## src/hdl/vtd_cfg.svh

```systemverilog
`ifndef VTD_CFG_SVH
`define VTD_CFG_SVH

// register word addresses
`define VTD_ADDR_CONTROL    4'h0
`define VTD_ADDR_STATUS     4'h4
`define VTD_ADDR_CLEAR      4'h8
`define VTD_ADDR_ENABLE     4'hC

// control register field positions
`define VTD_BIT_ENABLE      15
`define VTD_BIT_STOP_IDLE   13
`define VTD_BIT_DIRECTION   7
`define VTD_BIT_BANDGAP     6
`define VTD_BIT_REFERENCE   5
`define VTD_LEVEL_MSB       3
`define VTD_LEVEL_LSB       0

// control register reset value and writable positions
`define VTD_CONTROL_RESET   16'h0000
`define VTD_CONTROL_WMASK   16'hA08F

// trip level code that selects the external sense input
`define VTD_LEVEL_EXTERNAL  4'hF

// event bits of status, clear and enable registers
`define VTD_EVT_TRIP        0
`define VTD_EVT_REF_READY   1
`define VTD_EVT_WIDTH       2
`define VTD_EVT_RESET       2'h0

// analog settle blanking after power-up or a change of trip point
`define VTD_CLK_PERIOD_NS   10
`define VTD_SETTLE_NS       1000
`define VTD_SETTLE_CYC      ((`VTD_SETTLE_NS + `VTD_CLK_PERIOD_NS - 1) / `VTD_CLK_PERIOD_NS)

`endif

```

## src/hdl/vtd_pkg.sv

```systemverilog
package vtd_pkg;

  typedef logic [15:0] word_t;
  typedef logic [3:0]  addr_t;
  typedef logic [3:0]  level_t;

  typedef enum logic [1:0]
  {
    ST_OFF    = 2'b00,
    ST_SETTLE = 2'b01,
    ST_ARMED  = 2'b10,
    ST_HALTED = 2'b11
  } det_state_e;

endpackage : vtd_pkg

```

## src/hdl/level_sync.sv

```systemverilog
`timescale 1ns/1ps

module level_sync
#(
  parameter int WIDTH = 1
)
(
  // clock and reset
  input  wire logic             clk,
  input  wire logic             rst_n,
  // asynchronous levels in, synchronised levels out
  input  wire logic [WIDTH-1:0] async_in,
  output logic      [WIDTH-1:0] sync_out
);

  logic [WIDTH-1:0] meta_r;
  logic [WIDTH-1:0] hold_r;

  // first stage feeds only the second stage
  always_ff @(posedge clk or negedge rst_n)
  begin
    if (!rst_n)
    begin
      meta_r <= '0;
      hold_r <= '0;
    end
    else
    begin
      meta_r <= async_in;
      hold_r <= meta_r;
    end
  end

  assign sync_out = hold_r;

endmodule : level_sync

```

## src/hdl/voltage_trip_detect_control.sv

```systemverilog
// Function
// - detector powered and running only while detector_enable is set.
// - with stop-in-idle set, detector halts in idle; otherwise it keeps running.
// - direction one: voltage at or above trip point is an event.
// - direction zero: voltage at or below trip point is an event.
// - event sets interrupt flag; enabled flag raises the interrupt request.
// - read-only flag shows one when band-gap voltage is stable.
// - reference-stable flag readable; no flag set while it reads zero.
// - trip level code 1111 selects the external sense input.
// - trip level codes 0 to 14 select internal trip point of that number.
// - unimplemented control bits ignore writes and read as zero.
//
// The placing of the registers and the strobed register port were left to the implementer.
`timescale 1ns/1ps
`include "vtd_cfg.svh"

module voltage_trip_detect_control
#(
  parameter int SETTLE_CYCLES = `VTD_SETTLE_CYC,
  parameter int CNT_W         = 16
)
(
  // clock and reset
  input  wire logic            ref_clk,
  input  wire logic            reset_n,
  // register port
  input  wire logic [3:0]      reg_addr,
  input  wire logic [15:0]     reg_wdata,
  input  wire logic            reg_wr,
  input  wire logic            reg_rd,
  output logic      [15:0]     reg_rdata,
  // power management
  input  wire logic            idle_mode,
  // analog front end status, asynchronous
  input  wire logic            cmp_at_or_above,
  input  wire logic            cmp_at_or_below,
  input  wire logic            bandgap_stable,
  input  wire logic            reference_stable,
  // analog front end control
  output logic                 detector_power_en,
  output logic                 external_sense_select,
  output logic      [3:0]      trip_point_select,
  output logic                 direction_select,
  // interrupt
  output logic                 irq
);

  // reset release
  logic rst_meta_r;
  logic rst_sync_r;
  logic rst_n;

  always_ff @(posedge ref_clk or negedge reset_n)
  begin
    if (!reset_n)
    begin
      rst_meta_r <= 1'b0;
      rst_sync_r <= 1'b0;
    end
    else
    begin
      rst_meta_r <= 1'b1;
      rst_sync_r <= rst_meta_r;
    end
  end

  assign rst_n = rst_sync_r;

  // analog status synchronisers
  logic [3:0] async_status;
  logic [3:0] sync_status;
  logic       above_s;
  logic       below_s;
  logic       bandgap_ok_s;
  logic       reference_ok_s;

  assign async_status = {reference_stable, bandgap_stable, cmp_at_or_below, cmp_at_or_above};

  level_sync
  #(
    .WIDTH (4)
  )
  u_status_sync
  (
    .clk      (ref_clk),
    .rst_n    (rst_n),
    .async_in (async_status),
    .sync_out (sync_status)
  );

  assign above_s        = sync_status[0];
  assign below_s        = sync_status[1];
  assign bandgap_ok_s   = sync_status[2];
  assign reference_ok_s = sync_status[3];

  // register decode
  logic hit_control;
  logic hit_status;
  logic hit_clear;
  logic hit_enable;
  logic wr_control;
  logic wr_clear;
  logic wr_enable;

  assign hit_control = (reg_addr == `VTD_ADDR_CONTROL);
  assign hit_status  = (reg_addr == `VTD_ADDR_STATUS);
  assign hit_clear   = (reg_addr == `VTD_ADDR_CLEAR);
  assign hit_enable  = (reg_addr == `VTD_ADDR_ENABLE);
  assign wr_control  = reg_wr && hit_control;
  assign wr_clear    = reg_wr && hit_clear;
  assign wr_enable   = reg_wr && hit_enable;

  // control register, stored bits only
  vtd_pkg::word_t control_r;
  vtd_pkg::word_t control_nxt;

  assign control_nxt = wr_control ? (reg_wdata & `VTD_CONTROL_WMASK) : control_r;

  always_ff @(posedge ref_clk or negedge rst_n)
  begin
    if (!rst_n)
      control_r <= `VTD_CONTROL_RESET;
    else
      control_r <= control_nxt;
  end

  logic            cfg_enable;
  logic            cfg_stop_idle;
  logic            cfg_direction;
  vtd_pkg::level_t cfg_level;

  // enable and stop-in-idle act at the write edge, so power follows within one cycle
  assign cfg_enable    = control_nxt[`VTD_BIT_ENABLE];
  assign cfg_stop_idle = control_nxt[`VTD_BIT_STOP_IDLE];
  assign cfg_direction = control_r[`VTD_BIT_DIRECTION];
  assign cfg_level     = control_r[`VTD_LEVEL_MSB:`VTD_LEVEL_LSB];

  // a trip point or direction change re-blanks the comparator
  logic cfg_changed;

  assign cfg_changed = wr_control
                       && ((control_nxt[`VTD_BIT_DIRECTION] != cfg_direction)
                       || (control_nxt[`VTD_LEVEL_MSB:`VTD_LEVEL_LSB] != cfg_level));

  // detector sequencing
  vtd_pkg::det_state_e state_r;
  vtd_pkg::det_state_e state_nxt;
  logic [CNT_W-1:0]    settle_r;
  logic [CNT_W-1:0]    settle_nxt;
  logic                idle_stop;
  logic                settle_done;

  localparam logic [CNT_W-1:0] SETTLE_LOAD = CNT_W'(SETTLE_CYCLES - 1);

  assign idle_stop   = cfg_stop_idle && idle_mode;
  assign settle_done = (settle_r == '0);

  always_comb
  begin
    state_nxt  = state_r;
    settle_nxt = settle_r;
    case (state_r)
      vtd_pkg::ST_OFF:
      begin
        if (cfg_enable)
        begin
          state_nxt  = idle_stop ? vtd_pkg::ST_HALTED : vtd_pkg::ST_SETTLE;
          settle_nxt = SETTLE_LOAD;
        end
      end
      vtd_pkg::ST_SETTLE:
      begin
        if (!cfg_enable)
          state_nxt = vtd_pkg::ST_OFF;
        else if (idle_stop)
          state_nxt = vtd_pkg::ST_HALTED;
        else if (cfg_changed)
          settle_nxt = SETTLE_LOAD;
        else if (settle_done)
          state_nxt = vtd_pkg::ST_ARMED;
        else
          settle_nxt = settle_r - CNT_W'(1);
      end
      vtd_pkg::ST_ARMED:
      begin
        if (!cfg_enable)
          state_nxt = vtd_pkg::ST_OFF;
        else if (idle_stop)
          state_nxt = vtd_pkg::ST_HALTED;
        else if (cfg_changed)
        begin
          state_nxt  = vtd_pkg::ST_SETTLE;
          settle_nxt = SETTLE_LOAD;
        end
      end
      vtd_pkg::ST_HALTED:
      begin
        if (!cfg_enable)
          state_nxt = vtd_pkg::ST_OFF;
        else if (!idle_stop)
        begin
          state_nxt  = vtd_pkg::ST_SETTLE;
          settle_nxt = SETTLE_LOAD;
        end
      end
      default:
      begin
        state_nxt  = vtd_pkg::ST_OFF;
        settle_nxt = '0;
      end
    endcase
  end

  always_ff @(posedge ref_clk or negedge rst_n)
  begin
    if (!rst_n)
    begin
      state_r  <= vtd_pkg::ST_OFF;
      settle_r <= '0;
    end
    else
    begin
      state_r  <= state_nxt;
      settle_r <= settle_nxt;
    end
  end

  // analog control outputs, registered from next state
  logic power_nxt;

  assign power_nxt = (state_nxt == vtd_pkg::ST_SETTLE) || (state_nxt == vtd_pkg::ST_ARMED);

  logic            power_r;
  logic            ext_sel_r;
  vtd_pkg::level_t trip_sel_r;
  logic            dir_r;

  always_ff @(posedge ref_clk or negedge rst_n)
  begin
    if (!rst_n)
    begin
      power_r    <= 1'b0;
      ext_sel_r  <= 1'b0;
      trip_sel_r <= 4'h0;
      dir_r      <= 1'b0;
    end
    else
    begin
      power_r    <= power_nxt;
      ext_sel_r  <= (control_nxt[`VTD_LEVEL_MSB:`VTD_LEVEL_LSB] == `VTD_LEVEL_EXTERNAL);
      trip_sel_r <= control_nxt[`VTD_LEVEL_MSB:`VTD_LEVEL_LSB];
      dir_r      <= control_nxt[`VTD_BIT_DIRECTION];
    end
  end

  assign detector_power_en     = power_r;
  assign external_sense_select = ext_sel_r;
  assign trip_point_select     = trip_sel_r;
  assign direction_select      = dir_r;

  // detection, level sensitive so a slow crossing is never missed
  logic crossing;
  logic trip_event;
  logic ref_ok_d_r;
  logic ref_ready_event;

  assign crossing   = cfg_direction ? above_s : below_s;
  assign trip_event = (state_r == vtd_pkg::ST_ARMED) && reference_ok_s && crossing;

  assign ref_ready_event = reference_ok_s && !ref_ok_d_r;

  always_ff @(posedge ref_clk or negedge rst_n)
  begin
    if (!rst_n)
      ref_ok_d_r <= 1'b0;
    else
      ref_ok_d_r <= reference_ok_s;
  end

  // sticky event flags, set wins over clear
  logic [`VTD_EVT_WIDTH-1:0] evt_set;
  logic [`VTD_EVT_WIDTH-1:0] evt_clr;
  logic [`VTD_EVT_WIDTH-1:0] status_r;
  logic [`VTD_EVT_WIDTH-1:0] status_nxt;
  logic [`VTD_EVT_WIDTH-1:0] irq_en_r;
  logic [`VTD_EVT_WIDTH-1:0] irq_en_nxt;

  assign evt_set    = {ref_ready_event, trip_event};
  assign evt_clr    = wr_clear ? reg_wdata[`VTD_EVT_WIDTH-1:0] : '0;
  assign status_nxt = (status_r & ~evt_clr) | evt_set;
  assign irq_en_nxt = wr_enable ? reg_wdata[`VTD_EVT_WIDTH-1:0] : irq_en_r;

  always_ff @(posedge ref_clk or negedge rst_n)
  begin
    if (!rst_n)
    begin
      status_r <= `VTD_EVT_RESET;
      irq_en_r <= `VTD_EVT_RESET;
    end
    else
    begin
      status_r <= status_nxt;
      irq_en_r <= irq_en_nxt;
    end
  end

  // interrupt follows the next flag state so it lines up with a status read
  logic irq_r;

  always_ff @(posedge ref_clk or negedge rst_n)
  begin
    if (!rst_n)
      irq_r <= 1'b0;
    else
      irq_r <= |(status_nxt & irq_en_nxt);
  end

  assign irq = irq_r;

  // read path
  vtd_pkg::word_t control_view;
  vtd_pkg::word_t status_view;
  vtd_pkg::word_t enable_view;
  vtd_pkg::word_t read_sel;

  always_comb
  begin
    control_view                     = control_r;
    control_view[`VTD_BIT_BANDGAP]   = bandgap_ok_s;
    control_view[`VTD_BIT_REFERENCE] = reference_ok_s;
  end

  assign status_view = {{(16 - `VTD_EVT_WIDTH){1'b0}}, status_r};
  assign enable_view = {{(16 - `VTD_EVT_WIDTH){1'b0}}, irq_en_r};

  // clear register is write only, unmapped addresses read zero
  assign read_sel = hit_control ? control_view :
                    hit_status  ? status_view  :
                    hit_enable  ? enable_view  :
                    16'h0000;

  vtd_pkg::word_t rdata_r;

  always_ff @(posedge ref_clk or negedge rst_n)
  begin
    if (!rst_n)
      rdata_r <= 16'h0000;
    else
      rdata_r <= reg_rd ? read_sel : 16'h0000;
  end

  assign reg_rdata = rdata_r;

endmodule : voltage_trip_detect_control

```

## config.mk

```make
export PLATFORM = sky130hd
export DESIGN_NAME = voltage_trip_detect_control
export DESIGN_NICKNAME = d
export VERILOG_FILES = /design/src/hdl/vtd_pkg.sv /design/src/hdl/level_sync.sv /design/src/hdl/voltage_trip_detect_control.sv
export VERILOG_INCLUDE_DIRS = /design/src /design/src/hdl
export SDC_FILE = /design/constraint.sdc
export NUM_CORES = 1
export LEC_CHECK = 0
export BUFFER_PORTS_ARGS = -buffer_cell sky130_fd_sc_hd__buf_2
export CAP_MARGIN = 20
export CORE_MARGIN = 8
export CORE_UTILIZATION = 45
export DETAILED_ROUTE_END_ITERATION = 10
export GPL_TIMING_DRIVEN = 0
export PLACE_DENSITY = 0.68
export SLEW_MARGIN = 20
export SYNTH_ARGS = -nofsm -noshare
export SYNTH_HDL_FRONTEND = slang
export SYNTH_SLANG_ARGS = --single-unit
export TNS_END_PERCENT = 5
```

## constraint.sdc

```tcl
create_clock -name ref_clk -period 2.4 [get_ports ref_clk]
set_clock_uncertainty 0.2 [all_clocks]
set_input_delay 0.36 -clock ref_clk [delete_from_list [all_inputs] [get_ports ref_clk]]
set_output_delay 0.36 -clock ref_clk [all_outputs]
set_load 0.05 [all_outputs]
```

==> results.toml, run 1 <==
[power]
swShare_pct = 36.73
power.clock.fraction_pct = 23.3
combinationalPowerShare_pct = 32.0
share_seq_of_total_power_pct = 44.7
pwr_density_cell_nw_per_um2 = 865.1
ir_worst_vdd_v = 0.0004378
leakagePower_nw = 1.416
switchingPower_mw = 0.9558
power.total_mw = 2.602
p_int_mw = 1.646

[placement]
hpwl_um = 3863
placed_cells = 343
gp_congestion = 0.8496
placed_area_um2 = 2818
io_buffers = 36

[critical_path]
start_kind = "flop"
max_stage_delay_ns = 0.45
crit_type = "flop to flop"
slowest_stage = "dfrtp_1"
critPathBufInv = 2
path_cells = "xor2_1, nor3_2, a22o_1, buf_2, buf_2, o311ai_0, o211ai_2"
crit_family = "compound AO/OA/AOI/OAI gates"
path_common_cell = "buf_2"
endpoint_kind = "flop"
required_ns = 2.43
crit_fanout = 10
critPathArrivalTime_ns = 2.22

[job]
drv_cap = 0

[logic_synthesis]
synth-seq-cells = 52
synth-warning-count = 0
synthFlopType = "dfrtp_1"
ys_seq_area_share_pct = 51.97
synth_area_um2 = 2504
syn_inst = 228
synthArstFlopShare_pct = 100.0
ys_types = 50
avgSynthCellArea_um2 = 10.98
synth-edff-count = 0

[global_route]
grt.met1_usage_pct = 17.25
grt_util_met3_pct = 3.076
grt_pass1_vias = 1836
grt_util_met2_pct = 20.04
busiest_layer = "met2"
grt-ovfl-total = 0
grt_usage_pct = 12.98
grt_antenna_before_repair = 0
grt_pass1_wl_um = 8804
grt_max_degree = 27

[die]
die_w_um = 90.59
io_pins = 53
initial_core_util_pct = 46.03
die_h_um = 90.59
num_rows = 27
core-area_um2 = 5439
dieArea_um2 = 8207

[timing]
post-route-min-period_ns = 2.196
hold_viol_final = 0
timing.hold.ws_ns = 0.06022
setup_viol = 0
fmax_mhz = 455.4
worst_slew_pin_slew_ns = 0.5501
max_slew_margin_pct = 63.32
report.final.slew_viol_count = 0
fin_crit_sh_pct = 91.49

[clocking]
clk_pin_slew_ns = 0.10
cts_root_buffer = "clkbuf_8"
cts_buffers = 5
clk_latency_ns = 0.31
clockBufferDepth = 2
htreeDepth = 2
clock_sinks = 52
tritoncts = "built"

[cells_and_area]
multi_input_area_um2 = 1080
syn2layout_area_growth_pct = 20.14
regArea_um2 = 1303
final-instance-count-excl-fill = 357
final_layout_size_suffix_gt1_share_pct = 31.23
fin_nets = 314
final_area_um2 = 3008
fillCellCount = 473
antenna_cells = 0

[drt]
drt-pass1-iter-count = 4
vias = 1864
wl_per_cell_um = 14.55
drt_wl_total_um = 5195
viasPerCell = 5.221
drc = 0
antenna_left = 0
drt-initial-drc-count = 102

[run_status]
status = "complete, no violations"

[min_path]
hold_class = "flop to async pin"
metal layers:
metal  routed length, um  vias to the layer above
met3                 263                        5
met5                   0                        -
li1                    -                      913
met2                2392                       45
met4                  52                        0
met1                2487                      901
cell families (layout without fill, tap and decap cells):
kind of cell / count (synthesis) / in the layout / share of synthesized area (%)
buffers and inverters: 28 / 79 / 6.647
AND/OR/NAND/NOR: 82 / 82 / 18.69
XOR/XNOR: 5 / 5 / 1.749
flip-flops: 52 / 52 / 51.97
AO/OA/AOI/OAI: 45 / 45 / 14.24
other: 2 / 8 / 0.3000
multiplexers: 13 / 13 / 5.897
adder cells (fa/ha/maj): 1 / 1 / 0.4997
layout by cell type (no fill, tap or decap), drive strengths merged, types with 6 or more instances in the layout:
cell | synthesis | layout
buf | 17 | 55
dfrtp | 52 | 52
a31oi | 18 | 18
nand2 | 15 | 15
nor2 | 13 | 13
mux2 | 11 | 11
inv | 10 | 11
nand3 | 9 | 9
nor3 | 9 | 9
conb | 2 | 8
nand2b | 7 | 7
clkbuf | 1 | 7
and2 | 6 | 6
layout make-up:
class                      count  area share (%)
inverter                      10           1.248
tap                           72           2.995
clock inverter                 2           1.290
sequential                    52           43.30
clock buffer                   6           2.413
buffer                        18           4.285
timing repair buffer          43           8.569
multi-input combinational    154           35.90
power groups by stage:
stage	registers [mW]	logic, mW	clock network, mW
4_1_cts	1.16	0.817	0.620
2_1_floorplan	1.21	0.578	0
6_report	1.16	0.833	0.607
5_1_grt	1.19	0.907	0.655
3_5_place_dp	1.17	0.807	0
3_3_place_gp	1.18	0.785	0
sequential cells by signal, indices dropped and copies added (netlist names):
name                    count
control_r                   4
detector_power_en           1
external_sense_select       1
irq                         1
irq_en_r                    2
ref_ok_d_r                  1
reg_rdata                   9
rst_meta_r                  1
rst_n                       1
settle_r                   16
state_r                     2
status_r                    2
trip_point_select           3
u_status_sync.meta_r        4
u_status_sync.sync_out      4
stage by stage:
step	utilization [%]	TNS, ns	setup slack (ns)
2_1_floorplan	-	0	0.2560
3_3_place_gp	51.41	0	0.09457
3_5_place_dp	51.81	0	0.1195
4_1_cts	54.77	0	0.09284
5_1_grt	55.30	-0.009527	-0.009527
6_report	55.30	0	0.2043
what timing repair did:
item,4_1_cts,5_1_grt
resized for setup,0,3
hold buffers,5,0
setup endpoints to repair,0,11
hold endpoints to repair,6,0
setup buffers,0,1
synthesized netlist by cell type (all sizes together), types with 2 or more instances:
master    n  area [um2]
or2       2       12.51
a31oi    18       118.9
nor4      5       37.53
and2      6       37.54
conb      2       7.510
inv      10       37.54
nand3     9       45.04
a22o      3       26.28
o21a      2       15.01
a2bb2oi   2       23.77
nor3      9       55.05
o211ai    4       58.81
nor2     13       48.80
mux2     11       127.6
a22oi     2       15.01
nor3b     3       32.53
and4      2       17.52
buf      17       125.1
a21oi     4       20.02
o21ai     2       10.01
nand4     4       31.28
xor2      5       43.79
mux2i     2       20.02
a21o      2       15.01
nand2    15       56.30
or3       3       18.77
dfrtp    52        1301
nand2b    7       43.79
worst paths after layout:
kind / start / to / slack (ns) / depth (start not counted)
min reg2reg: rst_n / settle_r[5] / 0.06 / 0
max reg2reg: control_r[7] / settle_r[8] / 0.20 / 7
min: rst_n / settle_r[5] / 0.06 / 0
max: control_r[7] / settle_r[8] / 0.20 / 7
min in group ref_clk: reg_wdata[7] / control_r[7] / 0.11 / 2
max in group asynchronous: rst_n / settle_r[2] / 1.42 / 1
worst reg2reg max path, cell delays in order, from the launching register on:
cell,delay [ns]
dfrtp_1,0.45
xor2_1,0.20
nor3_2,0.29
a22o_1,0.22
buf_2,0.23
buf_2,0.26
o311ai_0,0.19
o211ai_2,0.09
(Power assumes the default switching activity.)
==> run 2, diff against run 1 <==
- SYNTH_HIERARCHICAL: default -> 1
==> run 2 against run 1 <==
Against the previous run: hold slack worse by 0.0072 ns; fmax down 6.2%; critical path type unchanged; first-iteration DRC count down 21%; sequential power down 9%; worst setup slack worse by 0.14 ns; highest routed layer unchanged; via count down 3.7%; critical path depth up 2; design area down 1.9%; clock power down 15%; global-route usage up 0.70 points.
==> results.toml, run 2 <==
[placement]
io_buffers = 36
hpwl_um = 3634
dp_slack_ns = -0.2829
gp_congestion = 0.8294

[cells_and_area]
multi_input_area_um2 = 1025
final_layout_size_suffix_gt1_share_pct = 32.86
regMostFlops = "settle_r"
mostFrequentLayoutCell = "dfrtp_1"
largest_reg_flops = 16
antenna_cells = 0
mostFrequentLayoutCells = "dfrtp_1, buf_2, nand2_1"
regArea_um2 = 1303
fillCellCount = 474
fin_nets = 312
syn2layout_area_growth_pct = 22.62

[die]
die_w_um = 89.12
die_h_um = 89.12
num_rows = 26
initial_core_util_pct = 46.81
dieArea_um2 = 7942
io_pins = 53
core-area_um2 = 5140

[drt]
wl_per_cell_um = 14.27
drt-pass1-iter-count = 4
drt-initial-drc-count = 81
viasPerCell = 5.085
drt_wl_total_um = 5039
drc = 0
vias = 1795
antenna_left = 0

[clocking]
clockBufferDepth = 2
htreeDepth = 2
clock_sinks = 52
cts_buffers = 5
tritoncts = "built"
cts_root_buffer = "clkbuf_8"
clk_latency_ns = 0.30
clk_pin_slew_ns = 0.10

[global_route]
grt-ovfl-total = 0
grt_pass1_vias = 1857
grt_antenna_before_repair = 0
grt_max_degree = 28
grt_pass1_wl_um = 8611
grt_usage_pct = 13.68

[power]
leakagePower_nw = 1.430
pwr_density_cell_nw_per_um2 = 762.1
ir_worst_vdd_v = 0.0006288

[job]
drv_cap = 0

[logic_synthesis]
yosysTopAreaCellShare_pct = 54.08
ys_seq_area_share_pct = 54.08
yosysMostFrequentCell = "dfrtp_1"
synth-seq-cells = 52
ys_types = 52
synthFlopType = "dfrtp_1"
synth_area_um2 = 2406
synth-warning-count = 6
avgSynthCellArea_um2 = 10.89
synth-edff-count = 0
synth_area_leader_cell = "dfrtp_1"
synthTopCellsByCount = "dfrtp_1, nand2_1, nor2_1"
synthArstFlopShare_pct = 100.0
syn_inst = 221
synth_area_leaders = "dfrtp_1, mux2_2, buf_4"

[timing]
hold_viol_final = 0
fmax_mhz = 427.3
rsz0062_at_grt = "true"
fin_tns_setup_ns = 0
report.final.slew_viol_count = 0
layout_setup_ws_ns = 0.05972
post-route-min-period_ns = 2.340
setup_viol = 0
max_slew_margin_pct = 64.70
worst_slew_pin_slew_ns = 0.5295
fin_crit_sh_pct = 97.51
timing.hold.ws_ns = 0.05304

[critical_path]
path_cells = "inv_2, ha_4, nor3b_4, and4_1, a41o_1, a21o_1, buf_6, and2_4, a221o_1"
endpoint_kind = "flop"
slowest_stage = "dfrtp_1"
required_ns = 2.40
critPathArrivalTime_ns = 2.34
crit_fanout = 9
crit_type = "flop to flop"
start_kind = "flop"
max_stage_delay_ns = 0.42

[run_status]
status = "complete, no violations"

[min_path]
hold_class = "flop to async pin"
==> run 2: cell count changes after synthesis, moves of 3 or more <==
cell,before,now
a22oi_1,2,5
nand3_1,9,3
buf_2,4,0
a31oi_1,17,6
nand2_1,15,21
nand2b_1,7,0
o21ai_0,2,6
a21oi_1,4,10
==> run 2: worst paths after layout <==
kind / to / cells after the start / slack (ns) / startpoint
hold / removal: settle_r[2] / 0 / 0.05 / rst_n
min in group ref_clk: control_r[7] / 2 / 0.12 / reg_wdata[7]
setup reg to reg: settle_r[11] / 9 / 0.06 / settle_r[1]
max in group asynchronous: status_r[1] / 1 / 1.43 / rst_n
hold reg to reg: settle_r[2] / 0 / 0.05 / rst_n
setup / recovery: settle_r[11] / 9 / 0.06 / settle_r[1]
==> run 2: critical path, delay by kind of cell, from the launching register on <==
kind	cells	cell delay (ns)
AO/OA/AOI/OAI	3	0.79
adder cells (fa/ha/maj)	1	0.16
buffers and inverters	2	0.20
flip-flops	1	0.42
AND/OR/NAND/NOR	3	0.46
==> run 2: area by class of cell <==
type	instances	area share [%]
Timing Repair Buffer	48	10.01
Multi-Input combinational cell	151	34.73
Clock buffer	5	2.332
Buffer	15	3.817
Sequential cell	52	44.15
Clock inverter	3	0.8482
Inverter	9	1.145
Tap cell	70	2.969
==> run 2: power by group <==
group          internal [mW]  leakage, nW  switching (mW)
Clock                  0.213       0.0452           0.304
Sequential             0.970        0.654          0.0852
Combinational          0.269        0.731           0.408
==> run 2: routing by layer <==
layer	GRT usage [%]	wire [um]	vias up
li1	-	-	887
met1	18.94	2386	861
met2	20.94	2372	42
met3	2.482	226	5
met4	4.532	53	0
met5	0	0	-
==> run 2: what timing repair did <==
action,4_1_cts,5_1_grt
gates cloned,0,0
hold buffers,5,0
setup buffers,2,4
gates resized for setup,3,6
pin swaps,1,2
setup endpoints to repair,12,15
endpoints found under the hold margin,6,0
==> run 2: logic make-up (layout without fill, tap and decap cells) <==
| group | after synthesis | in the layout | share of synthesized area (%) |
|---|---|---|---|
| mux | 13 | 13 | 5.980 |
| xor+xnor | 5 | 5 | 1.820 |
| compound gates | 47 | 47 | 14.30 |
| flops | 52 | 52 | 54.08 |
| fa+ha+maj | 1 | 1 | 0.5199 |
| simple gates | 77 | 77 | 17.06 |
| other cells | 2 | 8 | 0.3121 |
| buf+inv | 24 | 80 | 5.928 |
==> run 2: per-stage QoR <==
step | utilization [%] | cells | power, mW | cell area (um2)
floorplan | - | 227 | 1.530 | 2429
CTS | 56.28 | 349 | 2.218 | 2893
finish | 57.40 | 353 | 2.249 | 2950
global placement | 52.46 | 333 | 1.669 | 2696
detailed placement | 52.87 | 334 | 1.679 | 2718
global route | 57.40 | 353 | 2.378 | 2950
==> run 3, diff against run 2 <==
- CORE_ASPECT_RATIO: default -> 1.4
- SETUP_SLACK_MARGIN: default -> 0.4
==> run 3 against run 2 <==
Against the previous run: total power up 2.2%; combinational power up 7.5%; wire length up 3.5%; first-iteration DRC count down 31%; core utilization up 0.93 points; sequential power about the same; critical endpoint is now settle_r[5]; largest cell class unchanged; highest routed layer unchanged.
==> results.toml, run 3 (same netlist as run 2, synthesis figures left out) <==
[placement]
gp_congestion = 0.7978
io_buffers = 36
hpwl_um = 3697

[cells_and_area]
antenna_cells = 0
mostFrequentLayoutCells = "dfrtp_1, buf_2, nand2_1"
regMostFlops = "settle_r"
fin_nets = 316
fillCellCount = 418
final_layout_size_suffix_gt1_share_pct = 35.89
mostFrequentLayoutCell = "dfrtp_1"
syn2layout_area_growth_pct = 25.07
largest_reg_flops = 16
fin_util_pct = 58.33

[timing]
rsz0062_at_grt = "true"
setup_viol = 0
fmax_mhz = 433.1
hold_viol_final = 0
max_slew_margin_pct = 62.60
post-route-min-period_ns = 2.309
fin_crit_sh_pct = 96.21
report.final.slew_viol_count = 0
worst_slew_pin_slew_ns = 0.5610

[global_route]
grt_antenna_before_repair = 0
grt_max_degree = 32
grt_pass1_vias = 1850
grt-ovfl-total = 0
grt_pass1_wl_um = 8583
grt_usage_pct = 13.34

[clocking]
clk_latency_ns = 0.30
tritoncts = "built"
clock_sinks = 52
cts_root_buffer = "clkbuf_8"
clk_pin_slew_ns = 0.09
clockBufferDepth = 2
cts_buffers = 5
htreeDepth = 2

[critical_path]
endpoint_kind = "flop"
required_ns = 2.39
path_cells = "inv_2, ha_4, nor3b_4, and4_4, a41o_1, buf_6, a211oi_4, buf_6, nand2_2, a22o_1"
critPathBufInv = 3
max_stage_delay_ns = 0.39
critPathArrivalTime_ns = 2.30
crit_family = "compound AO/OA/AOI/OAI gates"
path_common_cell = "buf_6"
crit_type = "flop to flop"
start_kind = "flop"
crit_fanout = 5
slowest_stage = "dfrtp_1"

[drt]
wl_per_cell_um = 14.77
viasPerCell = 5.235
antenna_left = 0
vias = 1848
drc = 0
drt-initial-drc-count = 56
drt-pass1-iter-count = 4
drt_wl_total_um = 5215

[run_status]
status = "complete, no violations"

[die]
io_pins = 53
dieArea_um2 = 7976
die_h_um = 102.5
die_w_um = 77.80
core-area_um2 = 5159
initial_core_util_pct = 46.64
num_rows = 31

[power]
leakagePower_nw = 1.456
ir_worst_vdd_v = 0.0003746
power.total_mw = 2.298
pwr_density_cell_nw_per_um2 = 763.7

[min_path]
hold_class = "flop to async pin"

[job]
drv_cap = 0
==> run 3: cell count changes in the layout (fill, tap and decap cells not counted), sizes merged <==
cell	change
buf	+4
clkbuf	+2
inv	-2
==> run 3: final timing paths <==
path                         startpoint  slack [ns]  cells after the start                       to
hold reg to reg                   rst_n        0.02                      0  u_status_sync/meta_r[2]
hold / removal                    rst_n        0.02                      0  u_status_sync/meta_r[2]
min in group ref_clk       reg_wdata[7]        0.12                      2             control_r[7]
max in group asynchronous         rst_n        1.47                      1              settle_r[9]
setup reg to reg            settle_r[0]        0.09                     10              settle_r[5]
setup / recovery            settle_r[0]        0.09                     10              settle_r[5]
==> run 3: what timing repair did <==
item / CTS / global route
endpoints found under the hold margin: 6 / 0
pin swaps: 4 / 5
gates cloned: 1 / 0
buffers inserted: 7 / 2
endpoints found under the setup margin: 16 / 17
resized for setup: 9 / 8
hold buffers: 5 / 0
==> run 3: through the flow <==
step	setup slack, ns	TNS [ns]	instance area (um2)	hold WS (ns)	std cells
floorplan	0.1497	0	2439	-0.1356	227
global placement	-0.2990	-3.404	2701	-0.05518	329
detailed placement	-0.3074	-3.511	2723	-0.04878	330
CTS	0.04110	0	2958	0.03916	351
global route	0.01608	0	3009	0.06168	353
finish	0.09088	0	3009	0.01572	353
==> run 3: worst register-to-register path, stage by stage, from the launching register on <==
cell and delay [ns]:
dfrtp_1 0.39, inv_2 0.06, ha_4 0.17, nor3b_4 0.15
and4_4 0.16, a41o_1 0.23, buf_6 0.13, a211oi_4 0.33
buf_6 0.16, nand2_2 0.04, a22o_1 0.19
==> run 3: final cells by class <==
| cell class | instances | area, um2 | share of cell area, % |
|---|---|---|---|
| repair buffers | 52 | 332.8 | 11.06 |
| well taps | 66 | 82.58 | 2.744 |
| inverters | 9 | 33.78 | 1.123 |
| clock inverters | 1 | 7.507 | 0.2495 |
| plain buffers | 15 | 112.6 | 3.742 |
| multi-input cells | 151 | 1050 | 34.89 |
| flip-flops and latches | 52 | 1304 | 43.33 |
| clock buffers | 7 | 86.33 | 2.869 |
==> run 3: layer usage <==
layer | vias to the layer above | GRT usage (%) | routed length (um)
met5 | - | 0 | 0
met4 | 0 | 3.499 | 84
met3 | 9 | 4.363 | 334
met2 | 46 | 25.21 | 2834
met1 | 903 | 13.69 | 1961
li1 | 890 | - | -
==> run 3: report_power, final <==
part | leakage [nW] | switching, mW | internal, mW | total [mW]
Clock | 0.0445 | 0.278 | 0.235 | 0.513
Sequential | 0.653 | 0.0864 | 0.970 | 1.06
Combinational | 0.759 | 0.430 | 0.298 | 0.728
Total | 1.46 | 0.795 | 1.50 | 2.30
